===== src/core/prio_regs_pkg.sv =====
// Overview of operation
// - Each priority field is three bits; code 111 means level 7, the highest.
// - Code 001 means level 1, lowest enabled; codes between map linearly.
// - Code 000 disables the source so it can never be granted.
// - Bit positions holding no field read as zero, incl. each nibble's top bit.
// - At reset each field's top bit is one and its two low bits zero.
// - After any reset every source sits at priority level 4.
// - Reg 8: can1 event 14-12, can1 rx ready 10-8, spi2 event 6-4, error 2-0.
// - Reg 9: capture5 14-12, capture4 10-8, capture3 6-4, dma ch3 done 2-0.
// - Reg 10: compare7 14-12, compare6 10-8, compare5 6-4, capture6 2-0.
// - Reg 12: timer8 14-12, i2c2 master 10-8, i2c2 slave 6-4, timer7 2-0.
// - Reg 14: codec error 14-12, can2 event 2-0; bits 11-3 unused.
package prio_regs_pkg;
    localparam int NUM_REGS = 7;
    localparam int REG_W = 16;
    localparam int FIELD_W = 3;
    localparam int FIELDS_PER_REG = 4;
    localparam int NIBBLE_W = 4;
    localparam int APB_DATA_W = 32;
    localparam int APB_ADDR_W = 12;
    localparam int APB_STRB_W = APB_DATA_W / 8;
    localparam int FLD0_LSB = 0;
    localparam int FLD1_LSB = 4;
    localparam int FLD2_LSB = 8;
    localparam int FLD3_LSB = 12;
    localparam int BYTE_LO_LSB = 0;
    localparam int BYTE_HI_LSB = 8;
    localparam logic [APB_ADDR_W-1:0] PRIO_CTRL_8_OFFS = 12'h000;
    localparam logic [APB_ADDR_W-1:0] PRIO_CTRL_9_OFFS = 12'h004;
    localparam logic [APB_ADDR_W-1:0] PRIO_CTRL_10_OFFS = 12'h008;
    localparam logic [APB_ADDR_W-1:0] PRIO_CTRL_11_OFFS = 12'h00c;
    localparam logic [APB_ADDR_W-1:0] PRIO_CTRL_12_OFFS = 12'h010;
    localparam logic [APB_ADDR_W-1:0] PRIO_CTRL_13_OFFS = 12'h014;
    localparam logic [APB_ADDR_W-1:0] PRIO_CTRL_14_OFFS = 12'h018;
    localparam logic [REG_W-1:0] MASK_FULL = 16'h7777;
    localparam logic [REG_W-1:0] MASK_REG11 = 16'h7707;
    localparam logic [REG_W-1:0] MASK_REG14 = 16'h7007;
    localparam logic [REG_W-1:0] RESET_PATTERN = 16'h4444;
    localparam logic [NUM_REGS-1:0][REG_W-1:0] REG_MASKS = {
        MASK_REG14, MASK_FULL, MASK_FULL, MASK_REG11, MASK_FULL, MASK_FULL, MASK_FULL};
    localparam logic [FIELD_W-1:0] PRIO_DISABLED = 3'h0;
    localparam logic [FIELD_W-1:0] PRIO_LOWEST = 3'h1;
    localparam logic [FIELD_W-1:0] PRIO_DEFAULT = 3'h4;
    localparam logic [FIELD_W-1:0] PRIO_HIGHEST = 3'h7;
    localparam logic [2:0] IDX_REG8 = 3'h0;
    localparam logic [2:0] IDX_REG9 = 3'h1;
    localparam logic [2:0] IDX_REG10 = 3'h2;
    localparam logic [2:0] IDX_REG11 = 3'h3;
    localparam logic [2:0] IDX_REG12 = 3'h4;
    localparam logic [2:0] IDX_REG13 = 3'h5;
    localparam logic [2:0] IDX_REG14 = 3'h6;

    typedef logic [FIELD_W-1:0] prio_t;

    typedef struct packed {
        prio_t can1_event_prio;
        prio_t can1_rx_ready_prio;
        prio_t spi_two_event_prio;
        prio_t spi_two_error_prio;
        prio_t capture5_prio;
        prio_t capture4_prio;
        prio_t capture3_prio;
        prio_t dma_ch3_done_prio;
        prio_t compare7_prio;
        prio_t compare6_prio;
        prio_t compare5_prio;
        prio_t capture6_prio;
        prio_t timer6_prio;
        prio_t dma_ch4_done_prio;
        prio_t compare8_prio;
        prio_t timer8_prio;
        prio_t i2c_two_master_prio;
        prio_t i2c_two_slave_prio;
        prio_t timer7_prio;
        prio_t can2_rx_ready_prio;
        prio_t ext_irq4_prio;
        prio_t ext_irq3_prio;
        prio_t timer9_prio;
        prio_t codec_if_error_prio;
        prio_t can2_event_prio;
    } prio_fields_t;
endpackage : prio_regs_pkg


===== src/core/prio_reg_cell.sv =====
`timescale 1ns/10ps
`default_nettype none
module prio_reg_cell
    import prio_regs_pkg::*;
#(
    parameter logic [REG_W-1:0] IMPL_MASK = MASK_FULL
) (
    // Clock and reset
    input wire logic sys_clk_i,
    input wire logic rst_n_i,
    // Write port
    input wire logic wr_en_i,
    input wire logic [REG_W-1:0] wr_data_i,
    // Stored state
    output logic [REG_W-1:0] value_o,
    output logic [FIELDS_PER_REG-1:0] src_on_o
);
    logic [REG_W-1:0] value_reg;
    logic [FIELDS_PER_REG-1:0] src_on_reg;

    always_ff @(posedge sys_clk_i or negedge rst_n_i) begin
        if (!rst_n_i) begin
            value_reg <= IMPL_MASK & RESET_PATTERN;
        end else if (wr_en_i) begin
            value_reg <= wr_data_i & IMPL_MASK;
        end
    end

    // Enable flags track the same write so they never lag the field
    for (genvar f = 0; f < FIELDS_PER_REG; f++) begin : g_fld
        localparam int LSB = f * NIBBLE_W;
        always_ff @(posedge sys_clk_i or negedge rst_n_i) begin
            if (!rst_n_i) begin
                src_on_reg[f] <= |(IMPL_MASK[LSB +: FIELD_W] & RESET_PATTERN[LSB +: FIELD_W]);
            end else if (wr_en_i) begin
                src_on_reg[f] <= |(wr_data_i[LSB +: FIELD_W] & IMPL_MASK[LSB +: FIELD_W]);
            end
        end
    end

    assign value_o = value_reg;
    assign src_on_o = src_on_reg;
endmodule : prio_reg_cell
`default_nettype wire


===== src/core/prio_ctrl_regs.sv =====
`timescale 1ns/10ps
`default_nettype none
module prio_ctrl_regs
    import prio_regs_pkg::*;
(
    // Clock and reset
    input wire logic sys_clk_i,
    input wire logic rst_n_i,
    // APB slave
    input wire logic psel,
    input wire logic penable,
    input wire logic pwrite,
    input wire logic [APB_ADDR_W-1:0] paddr,
    input wire logic [APB_DATA_W-1:0] pwdata,
    input wire logic [APB_STRB_W-1:0] pstrb,
    output logic [APB_DATA_W-1:0] prdata,
    output logic pready,
    output logic pslverr,
    // Arbitration side
    output prio_fields_t prio_o,
    output logic [NUM_REGS*FIELDS_PER_REG-1:0] src_on_o
);
    logic [NUM_REGS-1:0][REG_W-1:0] regs;
    logic [NUM_REGS-1:0][FIELDS_PER_REG-1:0] src_on;
    logic [NUM_REGS-1:0] wr_en;
    logic [APB_DATA_W-1:0] prdata_reg;
    logic [APB_DATA_W-1:0] prdata_next;
    logic pready_reg;
    logic pslverr_reg;
    logic pslverr_next;
    logic [2:0] sel_idx;
    logic addr_hit;
    logic setup_ph;
    logic wr_fire;
    logic [REG_W-1:0] wr_word;

    assign setup_ph = psel && !penable;

    // Exact match only: misaligned or foreign addresses fall out as unmapped
    always_comb begin
        sel_idx = IDX_REG8;
        addr_hit = 1'b1;
        if (paddr == PRIO_CTRL_8_OFFS) begin
            sel_idx = IDX_REG8;
        end else if (paddr == PRIO_CTRL_9_OFFS) begin
            sel_idx = IDX_REG9;
        end else if (paddr == PRIO_CTRL_10_OFFS) begin
            sel_idx = IDX_REG10;
        end else if (paddr == PRIO_CTRL_11_OFFS) begin
            sel_idx = IDX_REG11;
        end else if (paddr == PRIO_CTRL_12_OFFS) begin
            sel_idx = IDX_REG12;
        end else if (paddr == PRIO_CTRL_13_OFFS) begin
            sel_idx = IDX_REG13;
        end else if (paddr == PRIO_CTRL_14_OFFS) begin
            sel_idx = IDX_REG14;
        end else begin
            addr_hit = 1'b0;
        end
    end

    always_comb begin
        prdata_next = '0;
        pslverr_next = !addr_hit;
        if (addr_hit && !pwrite) begin
            prdata_next = {{(APB_DATA_W-REG_W){1'b0}}, regs[sel_idx]};
        end
    end

    // Read data is frozen at setup; no other transfer can alter it first
    always_ff @(posedge sys_clk_i or negedge rst_n_i) begin
        if (!rst_n_i) begin
            prdata_reg <= '0;
            pslverr_reg <= 1'b0;
        end else if (setup_ph) begin
            prdata_reg <= prdata_next;
            pslverr_reg <= pslverr_next;
        end else if (pready_reg) begin
            prdata_reg <= '0;
            pslverr_reg <= 1'b0;
        end
    end

    // One wait-free access phase per transfer
    always_ff @(posedge sys_clk_i or negedge rst_n_i) begin
        if (!rst_n_i) begin
            pready_reg <= 1'b0;
        end else begin
            pready_reg <= setup_ph;
        end
    end

    assign wr_fire = psel && penable && pready_reg && pwrite && !pslverr_reg;

    // Byte lanes above the low two carry nothing and are dropped
    always_comb begin
        wr_word = regs[sel_idx];
        if (pstrb[0]) begin
            wr_word[BYTE_LO_LSB +: 8] = pwdata[BYTE_LO_LSB +: 8];
        end
        if (pstrb[1]) begin
            wr_word[BYTE_HI_LSB +: 8] = pwdata[BYTE_HI_LSB +: 8];
        end
    end

    for (genvar r = 0; r < NUM_REGS; r++) begin : g_reg
        assign wr_en[r] = wr_fire && (sel_idx == 3'(r));
        prio_reg_cell #(
            .IMPL_MASK(REG_MASKS[r])
        ) u_cell (
            .sys_clk_i(sys_clk_i),
            .rst_n_i(rst_n_i),
            .wr_en_i(wr_en[r]),
            .wr_data_i(wr_word),
            .value_o(regs[r]),
            .src_on_o(src_on[r])
        );
    end

    assign prdata = prdata_reg;
    assign pready = pready_reg;
    assign pslverr = pslverr_reg;
    assign src_on_o = src_on;

    // Field placement toward the arbiter
    always_comb begin
        prio_o.can1_event_prio = regs[IDX_REG8][FLD3_LSB +: FIELD_W];
        prio_o.can1_rx_ready_prio = regs[IDX_REG8][FLD2_LSB +: FIELD_W];
        prio_o.spi_two_event_prio = regs[IDX_REG8][FLD1_LSB +: FIELD_W];
        prio_o.spi_two_error_prio = regs[IDX_REG8][FLD0_LSB +: FIELD_W];
        prio_o.capture5_prio = regs[IDX_REG9][FLD3_LSB +: FIELD_W];
        prio_o.capture4_prio = regs[IDX_REG9][FLD2_LSB +: FIELD_W];
        prio_o.capture3_prio = regs[IDX_REG9][FLD1_LSB +: FIELD_W];
        prio_o.dma_ch3_done_prio = regs[IDX_REG9][FLD0_LSB +: FIELD_W];
        prio_o.compare7_prio = regs[IDX_REG10][FLD3_LSB +: FIELD_W];
        prio_o.compare6_prio = regs[IDX_REG10][FLD2_LSB +: FIELD_W];
        prio_o.compare5_prio = regs[IDX_REG10][FLD1_LSB +: FIELD_W];
        prio_o.capture6_prio = regs[IDX_REG10][FLD0_LSB +: FIELD_W];
        prio_o.timer6_prio = regs[IDX_REG11][FLD3_LSB +: FIELD_W];
        prio_o.dma_ch4_done_prio = regs[IDX_REG11][FLD2_LSB +: FIELD_W];
        prio_o.compare8_prio = regs[IDX_REG11][FLD0_LSB +: FIELD_W];
        prio_o.timer8_prio = regs[IDX_REG12][FLD3_LSB +: FIELD_W];
        prio_o.i2c_two_master_prio = regs[IDX_REG12][FLD2_LSB +: FIELD_W];
        prio_o.i2c_two_slave_prio = regs[IDX_REG12][FLD1_LSB +: FIELD_W];
        prio_o.timer7_prio = regs[IDX_REG12][FLD0_LSB +: FIELD_W];
        prio_o.can2_rx_ready_prio = regs[IDX_REG13][FLD3_LSB +: FIELD_W];
        prio_o.ext_irq4_prio = regs[IDX_REG13][FLD2_LSB +: FIELD_W];
        prio_o.ext_irq3_prio = regs[IDX_REG13][FLD1_LSB +: FIELD_W];
        prio_o.timer9_prio = regs[IDX_REG13][FLD0_LSB +: FIELD_W];
        prio_o.codec_if_error_prio = regs[IDX_REG14][FLD3_LSB +: FIELD_W];
        prio_o.can2_event_prio = regs[IDX_REG14][FLD0_LSB +: FIELD_W];
    end

    // Checks

    logic wr8_hi;
    logic wr_lo_any;
    assign wr8_hi = wr_fire && sel_idx == IDX_REG8 && pstrb[1];
    assign wr_lo_any = wr_fire && pstrb[0];

    property p_level_seven;
        @(posedge sys_clk_i) disable iff (!rst_n_i)
        (wr8_hi && pwdata[FLD3_LSB +: FIELD_W] == PRIO_HIGHEST)
            |=> (prio_o.can1_event_prio == PRIO_HIGHEST)
                && src_on[IDX_REG8][FLD3_LSB / NIBBLE_W];
    endproperty
    a_level_seven: assert property (p_level_seven)
        else $error("code 111 did not give level 7");

    property p_level_one;
        @(posedge sys_clk_i) disable iff (!rst_n_i)
        (wr_lo_any && sel_idx == IDX_REG12 && pwdata[FLD0_LSB +: FIELD_W] == PRIO_LOWEST)
            |=> prio_o.timer7_prio == PRIO_LOWEST && src_on[IDX_REG12][0];
    endproperty
    a_level_one: assert property (p_level_one)
        else $error("code 001 did not give enabled level 1");

    property p_disabled;
        @(posedge sys_clk_i) disable iff (!rst_n_i)
        (prio_o.spi_two_error_prio == PRIO_DISABLED) == !src_on[IDX_REG8][0];
    endproperty
    a_disabled: assert property (p_disabled)
        else $error("enable flag disagrees with field code");

    property p_unused_zero;
        @(posedge sys_clk_i) disable iff (!rst_n_i)
        pready |-> (prdata[APB_DATA_W-1:REG_W] == '0)
            && (prdata[REG_W-1:0] & ~MASK_FULL) == '0;
    endproperty
    a_unused_zero: assert property (p_unused_zero)
        else $error("unused bit read as one");

    property p_reset_pattern;
        @(posedge sys_clk_i) disable iff (!rst_n_i)
        !$past(rst_n_i) |-> regs == {REG_MASKS[6] & RESET_PATTERN,
            REG_MASKS[5] & RESET_PATTERN, REG_MASKS[4] & RESET_PATTERN,
            REG_MASKS[3] & RESET_PATTERN, REG_MASKS[2] & RESET_PATTERN,
            REG_MASKS[1] & RESET_PATTERN, REG_MASKS[0] & RESET_PATTERN};
    endproperty
    a_reset_pattern: assert property (p_reset_pattern)
        else $error("reset value wrong after release");

    property p_reset_level4;
        @(posedge sys_clk_i) disable iff (!rst_n_i)
        !$past(rst_n_i) |-> prio_o.can2_event_prio == PRIO_DEFAULT
            && prio_o.timer6_prio == PRIO_DEFAULT && prio_o.ext_irq3_prio == PRIO_DEFAULT
            && prio_o.codec_if_error_prio == PRIO_DEFAULT;
    endproperty
    a_reset_level4: assert property (p_reset_level4)
        else $error("source not at level 4 after reset");

    property p_map_reg8;
        @(posedge sys_clk_i) disable iff (!rst_n_i)
        (wr_fire && sel_idx == IDX_REG8 && pstrb[0])
            |=> prio_o.spi_two_event_prio == $past(pwdata[FLD1_LSB +: FIELD_W]);
    endproperty
    a_map_reg8: assert property (p_map_reg8)
        else $error("reg 8 field placement wrong");

    property p_map_reg9;
        @(posedge sys_clk_i) disable iff (!rst_n_i)
        (wr_fire && sel_idx == IDX_REG9 && pstrb[1])
            |=> prio_o.capture4_prio == $past(pwdata[FLD2_LSB +: FIELD_W]);
    endproperty
    a_map_reg9: assert property (p_map_reg9)
        else $error("reg 9 field placement wrong");

    property p_map_reg10;
        @(posedge sys_clk_i) disable iff (!rst_n_i)
        (wr_fire && sel_idx == IDX_REG10 && pstrb[0])
            |=> prio_o.capture6_prio == $past(pwdata[FLD0_LSB +: FIELD_W]);
    endproperty
    a_map_reg10: assert property (p_map_reg10)
        else $error("reg 10 field placement wrong");

    property p_map_reg11;
        @(posedge sys_clk_i) disable iff (!rst_n_i)
        (wr_fire && sel_idx == IDX_REG11 && pstrb[0])
            |=> regs[IDX_REG11][FLD1_LSB +: NIBBLE_W] == '0
                && regs[IDX_REG11][FLD0_LSB + FIELD_W] == 1'b0;
    endproperty
    a_map_reg11: assert property (p_map_reg11)
        else $error("reg 11 bits 7-3 took a write");

    property p_map_reg12;
        @(posedge sys_clk_i) disable iff (!rst_n_i)
        (wr_fire && sel_idx == IDX_REG12 && pstrb[1])
            |=> prio_o.timer8_prio == $past(pwdata[FLD3_LSB +: FIELD_W]);
    endproperty
    a_map_reg12: assert property (p_map_reg12)
        else $error("reg 12 field placement wrong");

    property p_map_reg13;
        @(posedge sys_clk_i) disable iff (!rst_n_i)
        (wr_fire && sel_idx == IDX_REG13 && pstrb[1])
            |=> prio_o.ext_irq4_prio == $past(pwdata[FLD2_LSB +: FIELD_W]);
    endproperty
    a_map_reg13: assert property (p_map_reg13)
        else $error("reg 13 field placement wrong");

    property p_map_reg14;
        @(posedge sys_clk_i) disable iff (!rst_n_i)
        (wr_fire && sel_idx == IDX_REG14)
            |=> (regs[IDX_REG14] & ~MASK_REG14) == '0;
    endproperty
    a_map_reg14: assert property (p_map_reg14)
        else $error("reg 14 bits 11-3 took a write");

    property p_write_readback;
        @(posedge sys_clk_i) disable iff (!rst_n_i)
        (wr_fire && pstrb[1:0] == 2'h3)
            |=> regs[$past(sel_idx)] == ($past(pwdata[REG_W-1:0]) & REG_MASKS[$past(sel_idx)]);
    endproperty
    a_write_readback: assert property (p_write_readback)
        else $error("write did not store masked word");

    property p_read_value;
        @(posedge sys_clk_i) disable iff (!rst_n_i)
        (setup_ph && !pwrite && addr_hit)
            |=> pready && prdata[REG_W-1:0] == regs[$past(sel_idx)];
    endproperty
    a_read_value: assert property (p_read_value)
        else $error("read data not the register");

    property p_ready_once;
        @(posedge sys_clk_i) disable iff (!rst_n_i)
        setup_ph |=> pready ##1 !pready;
    endproperty
    a_ready_once: assert property (p_ready_once)
        else $error("pready not a single access cycle");

    // The refused write would land one edge after the access cycle
    property p_unmapped;
        @(posedge sys_clk_i) disable iff (!rst_n_i)
        (setup_ph && !addr_hit) ##1 pready |-> pslverr ##1 $stable(regs);
    endproperty
    a_unmapped: assert property (p_unmapped)
        else $error("unmapped access not refused");

    property p_err_with_ready;
        @(posedge sys_clk_i) disable iff (!rst_n_i)
        pslverr |-> pready;
    endproperty
    a_err_with_ready: assert property (p_err_with_ready)
        else $error("pslverr outside the access cycle");

    property p_idle_rdata_zero;
        @(posedge sys_clk_i) disable iff (!rst_n_i)
        !pready |-> prdata == '0;
    endproperty
    a_idle_rdata_zero: assert property (p_idle_rdata_zero)
        else $error("read data not zero outside access");

    property p_unmapped_rdata;
        @(posedge sys_clk_i) disable iff (!rst_n_i)
        (setup_ph && !addr_hit) |=> prdata == '0;
    endproperty
    a_unmapped_rdata: assert property (p_unmapped_rdata)
        else $error("unmapped read returned data");

    property p_unused_slots;
        @(posedge sys_clk_i) disable iff (!rst_n_i)
        !src_on[IDX_REG11][FLD1_LSB / NIBBLE_W]
            && src_on[IDX_REG14][FLD2_LSB / NIBBLE_W : FLD1_LSB / NIBBLE_W] == '0
            && (regs[IDX_REG11] & ~MASK_REG11) == '0
            && (regs[IDX_REG14] & ~MASK_REG14) == '0;
    endproperty
    a_unused_slots: assert property (p_unused_slots)
        else $error("unimplemented slot holds a value");

    property p_code_enable;
        @(posedge sys_clk_i) disable iff (!rst_n_i)
        (prio_o.dma_ch3_done_prio == PRIO_DISABLED) == !src_on[IDX_REG9][0];
    endproperty
    a_code_enable: assert property (p_code_enable)
        else $error("dma ch3 enable flag disagrees with code");

    property p_no_lane_write;
        @(posedge sys_clk_i) disable iff (!rst_n_i)
        (wr_fire && pstrb[1:0] == 2'h0) |=> $stable(regs);
    endproperty
    a_no_lane_write: assert property (p_no_lane_write)
        else $error("write without low lanes changed a register");

    property p_high_lane_kept;
        @(posedge sys_clk_i) disable iff (!rst_n_i)
        (wr_fire && sel_idx == IDX_REG8 && pstrb[1:0] == 2'h1)
            |=> $stable(regs[IDX_REG8][BYTE_HI_LSB +: 8]);
    endproperty
    a_high_lane_kept: assert property (p_high_lane_kept)
        else $error("unstrobed byte lane changed");
endmodule : prio_ctrl_regs
`default_nettype wire


===== config.mk =====
export PLATFORM = sky130hd
export DESIGN_NAME = prio_ctrl_regs
export DESIGN_NICKNAME = d
export VERILOG_FILES = /design/src/core/prio_regs_pkg.sv /design/src/core/prio_reg_cell.sv /design/src/core/prio_ctrl_regs.sv
export SDC_FILE = /design/constraint.sdc
export NUM_CORES = 1
export LEC_CHECK = 0
export ABC_CLOCK_PERIOD_IN_PS = 3850
export BUFFER_PORTS_ARGS = -buffer_cell sky130_fd_sc_hd__buf_2
export CAP_MARGIN = 5
export CORE_AREA = 2 2 95 120
export DETAILED_ROUTE_END_ITERATION = 8
export DIE_AREA = 0 0 97 122
export PLACE_DENSITY_LB_ADDON = 0.15
export SLEW_MARGIN = 5
export SYNTH_ARGS = -nofsm -noshare
export SYNTH_HDL_FRONTEND = slang
export SYNTH_SLANG_ARGS = --single-unit

===== constraint.sdc =====
create_clock -name sys_clk_i -period 3.85 [get_ports sys_clk_i]
set_clock_uncertainty 0.05 [all_clocks]
set_input_delay 0.385 -clock sys_clk_i [delete_from_list [all_inputs] [get_ports sys_clk_i]]
set_output_delay 0.385 -clock sys_clk_i [all_outputs]
set_load 0.01 [all_outputs]

==> metrics.md <==
| Metric | Value |
|---|---|
| Iteration-0 DRC Markers | 454 |
| Die area | 0.0118 mm2 |
| Initial Utilization | 53.2% |
| Combinational family with the most area after synthesis | compound AO/OA/AOI/OAI gates |
| Global route total overflow | 0 |
| Number of synthesized register bits | 114 |
| Number of synthesized flops with an enable pin | 0 |
| Worst Setup End Kind | register |
| ANT cells | 0 |
| Max reg flops | 75 |
| Drt drc | 0 |
| Count of different cell masters after synthesis | 49 |
| Synth area leaders | dfrtp_1 28%, dfstp_2 23%, nand2_1 6.6% |
| Worst EP arrival | 2920 ps |
| Cell count after synthesis | 609 |
| Die Height | 122 um |
| Post-DP Area | 0.00648 mm2 |
| Die Wd | 97 um |
| Clk Latency, worst-skew pair | 410 ps |
| Ys async rst share | 100% |
| Shortest period the worst path allows | 2740 ps |
| CTS H-tree depth | 4 |
| # fillers | 949 |
| Mux contribution to synthesized area | 1.76% |
| Leakage | 3.28 nW |
| Total core area | 0.0108 mm2 |
| CTS root buffer | clkbuf_16 |
| Vias in the first global route | 4990 |
| Clock tree buffer depth | 2 |
| Cell area after layout | 0.00703 mm2 |
| Post-CTS sizing | 0 |
| RSZ-0062 raised after global routing | false |
| Synth Area in Simple Gates | 17.1% |
| Worst r2r dst | g_reg[6].u_cell.value_o[13] |
| Critical-path maximum fanout | 14 |
| Most numerous cell in the Yosys netlist | nand2_1 |
| Worst r2r src | g_reg[5].u_cell.value_o[13] |
| Worst hold path type | primary input to asynchronous set/reset pin |
| Mean Syn Cell Area | 9.45 um2 |
| Post-Syn Area | 0.00575 mm2 |
| Slew margin rel. | 13.7% |
| Vias | 5177 |
| Final period util | 71.1% |
| Yosys top cell area share | 27.8% |
| Site Rows | 43 |
| Final Setup Violations | 0 |
| WHS | 60.5 ps |
| Routed WL per cell | 18.6 um |
| Synth area leader | dfrtp_1 |
| Fmax | 365 MHz |
| DRT Pass-1 Iters | 5 |
| Total power | 3.11 mW |
| Placed cells | 863 |
| GP Congestion | 0.944 |
| Clock slew at reported path FFs | 50 ps |
| Hold-fix buffers, CTS | 0 |
| Setup tns final | 0 ps |
| Max-Cap Viols | 0 |
| Reg2reg path depth | 6 |
| Main flop type after synthesis | dfrtp_1 |
| CTS tree | built |
| Status | completed |
| Cell Pwr Density | 443 mW/mm2 |
| Setup slack, reg-to-reg | 1360 ps |
| Synth Area in Compound Gates | 23.5% |
| Commonest cells in the netlist | 101 x nand2_1, 71 x o21ai_0, 64 x dfrtp_1 |
| DP HPWL | 11900 um |
| Area share of fa/ha/maj cells after synthesis | 0% |
| Clock sink count | 114 |
| Routed WL | 16600 um |
| Non-filler cells, final | 895 |
| First-pass GRT wire length | 26300 um |
| Final Hold Fails | 0 |
| Fin util | 65.0% |
| WS Path Type | primary input to register |
| Final WS setup | 1110 ps |
| Startpoint Class | primary input |
| I/O Buffers | 144 |
| Share of cells above drive strength 1 | 34.5% |
| IO Count | 190 |
| Synth Area in XOR/XNOR | 0% |
| Setup Buffers After CTS | 0 |
| P&R area growth vs syn | 22.1% |
| Final Max Tran Viols | 0 |
| Layout net count | 800 |
| Place WS | 747 ps |
| Max VDD drop | 295 uV |
| Largest net degree at the start of global routing | 73 |
| Vias per Instance | 5.78 |
| Slew of the pin with the lowest slew margin | 1290 ps |
| Antenna viol nets, final | 0 |
| Number of antenna violations at the first check in global routing | 0 |
| Critical Path RT | 4030 ps |
| Post-synthesis sequential area ratio | 50.7% |
| Synth Warn # | 0 |
| Total Routing Usage GR | 28.6% |
| Num CTS Buffers | 17 |
-- final cells by class --
type                    instances  area [um2]  area share, %
inverters                       5        18.8          0.267
clock inverters                 7        85.1           1.21
well taps                     135         169           2.40
clock buffers                  25         465           6.62
multi-input cells             448        2520           35.9
repair buffers                161         851           12.1
flip-flops and latches        114        2920           41.5
-- kinds of logic after synthesis --
logic type | count (synthesis)
and+or+nand+nor | 206
DFF | 114
other | 1
AOI/OAI and AO/OA | 210
muxes | 9
buffers and inverters | 69
-- power breakdown --
part / switching, mW / leakage (nW) / total [mW] / internal, mW
Sequential: 0.0298 / 1.40 / 1.28 / 1.25
Combinational: 0.239 / 1.60 / 0.356 / 0.117
Clock: 0.510 / 0.273 / 1.47 / 0.961
Total: 0.779 / 3.28 / 3.11 / 2.33
-- cell usage in the layout (no fill, tap or decap), types with 3 or more instances in the layout --
cell type / n
buf_2: 143
clkinv_2: 5
nand3_1: 7
a41oi_1: 3
nor3_1: 7
a21oi_2: 6
o211ai_1: 3
clkbuf_1: 7
nand4_1: 3
nand2_1: 101
nor3_2: 3
dfstp_2: 50
dfrtp_1: 64
and2_1: 8
buf_4: 18
clkbuf_16: 17
o22a_1: 6
a31oi_1: 14
a21o_1: 3
a32o_1: 6
o21ai_0: 71
a21boi_0: 5
a22o_1: 6
a21oi_1: 29
a211oi_1: 8
nand2b_1: 13
o41a_1: 3
conb_1: 23
o21ai_1: 31
o22ai_1: 3
nor2_1: 38
mux2_2: 7
inv_1: 5
nor3b_1: 4
a22oi_1: 3
a211oi_2: 6
nor4b_1: 3
nand3b_1: 10
-- per-layer routing --
metal  vias to the layer above  GRT usage [%]  share of wire, %  routed length [um]
li1                       2389              -                 -                   -
met1                      2557           36.8                43                7080
met2                       201           46.9                48                8070
met3                        30           7.34               6.7                1110
met4                         0           10.8               2.4                 392
met5                         -              0                 0                   0
-- worst max path at each step --
stage | slack, ps | startpoint | end | cells past startpoint
CTS | 1170 | paddr[2] | g_reg[6].u_cell.value_o[13] | 7
floorplan | 1700 | paddr[4] | g_reg[1].u_cell.src_on_o[1] | 8
global placement | 840 | paddr[2] | g_reg[3].u_cell.value_o[13] | 7
finish | 1110 | paddr[5] | g_reg[6].u_cell.value_o[13] | 7
detailed placement | 750 | paddr[2] | g_reg[6].u_cell.value_o[13] | 7
global route | 930 | paddr[5] | g_reg[6].u_cell.value_o[13] | 7
-- critical path, stage by stage --
cell and delay [ps]:
buf_2 90, nor3_1 480, nand4_1 440, nor2_1 210, a211oi_1 60, a21oi_1 990, o21ai_0 250
Power figures use the tool's default switching activity.
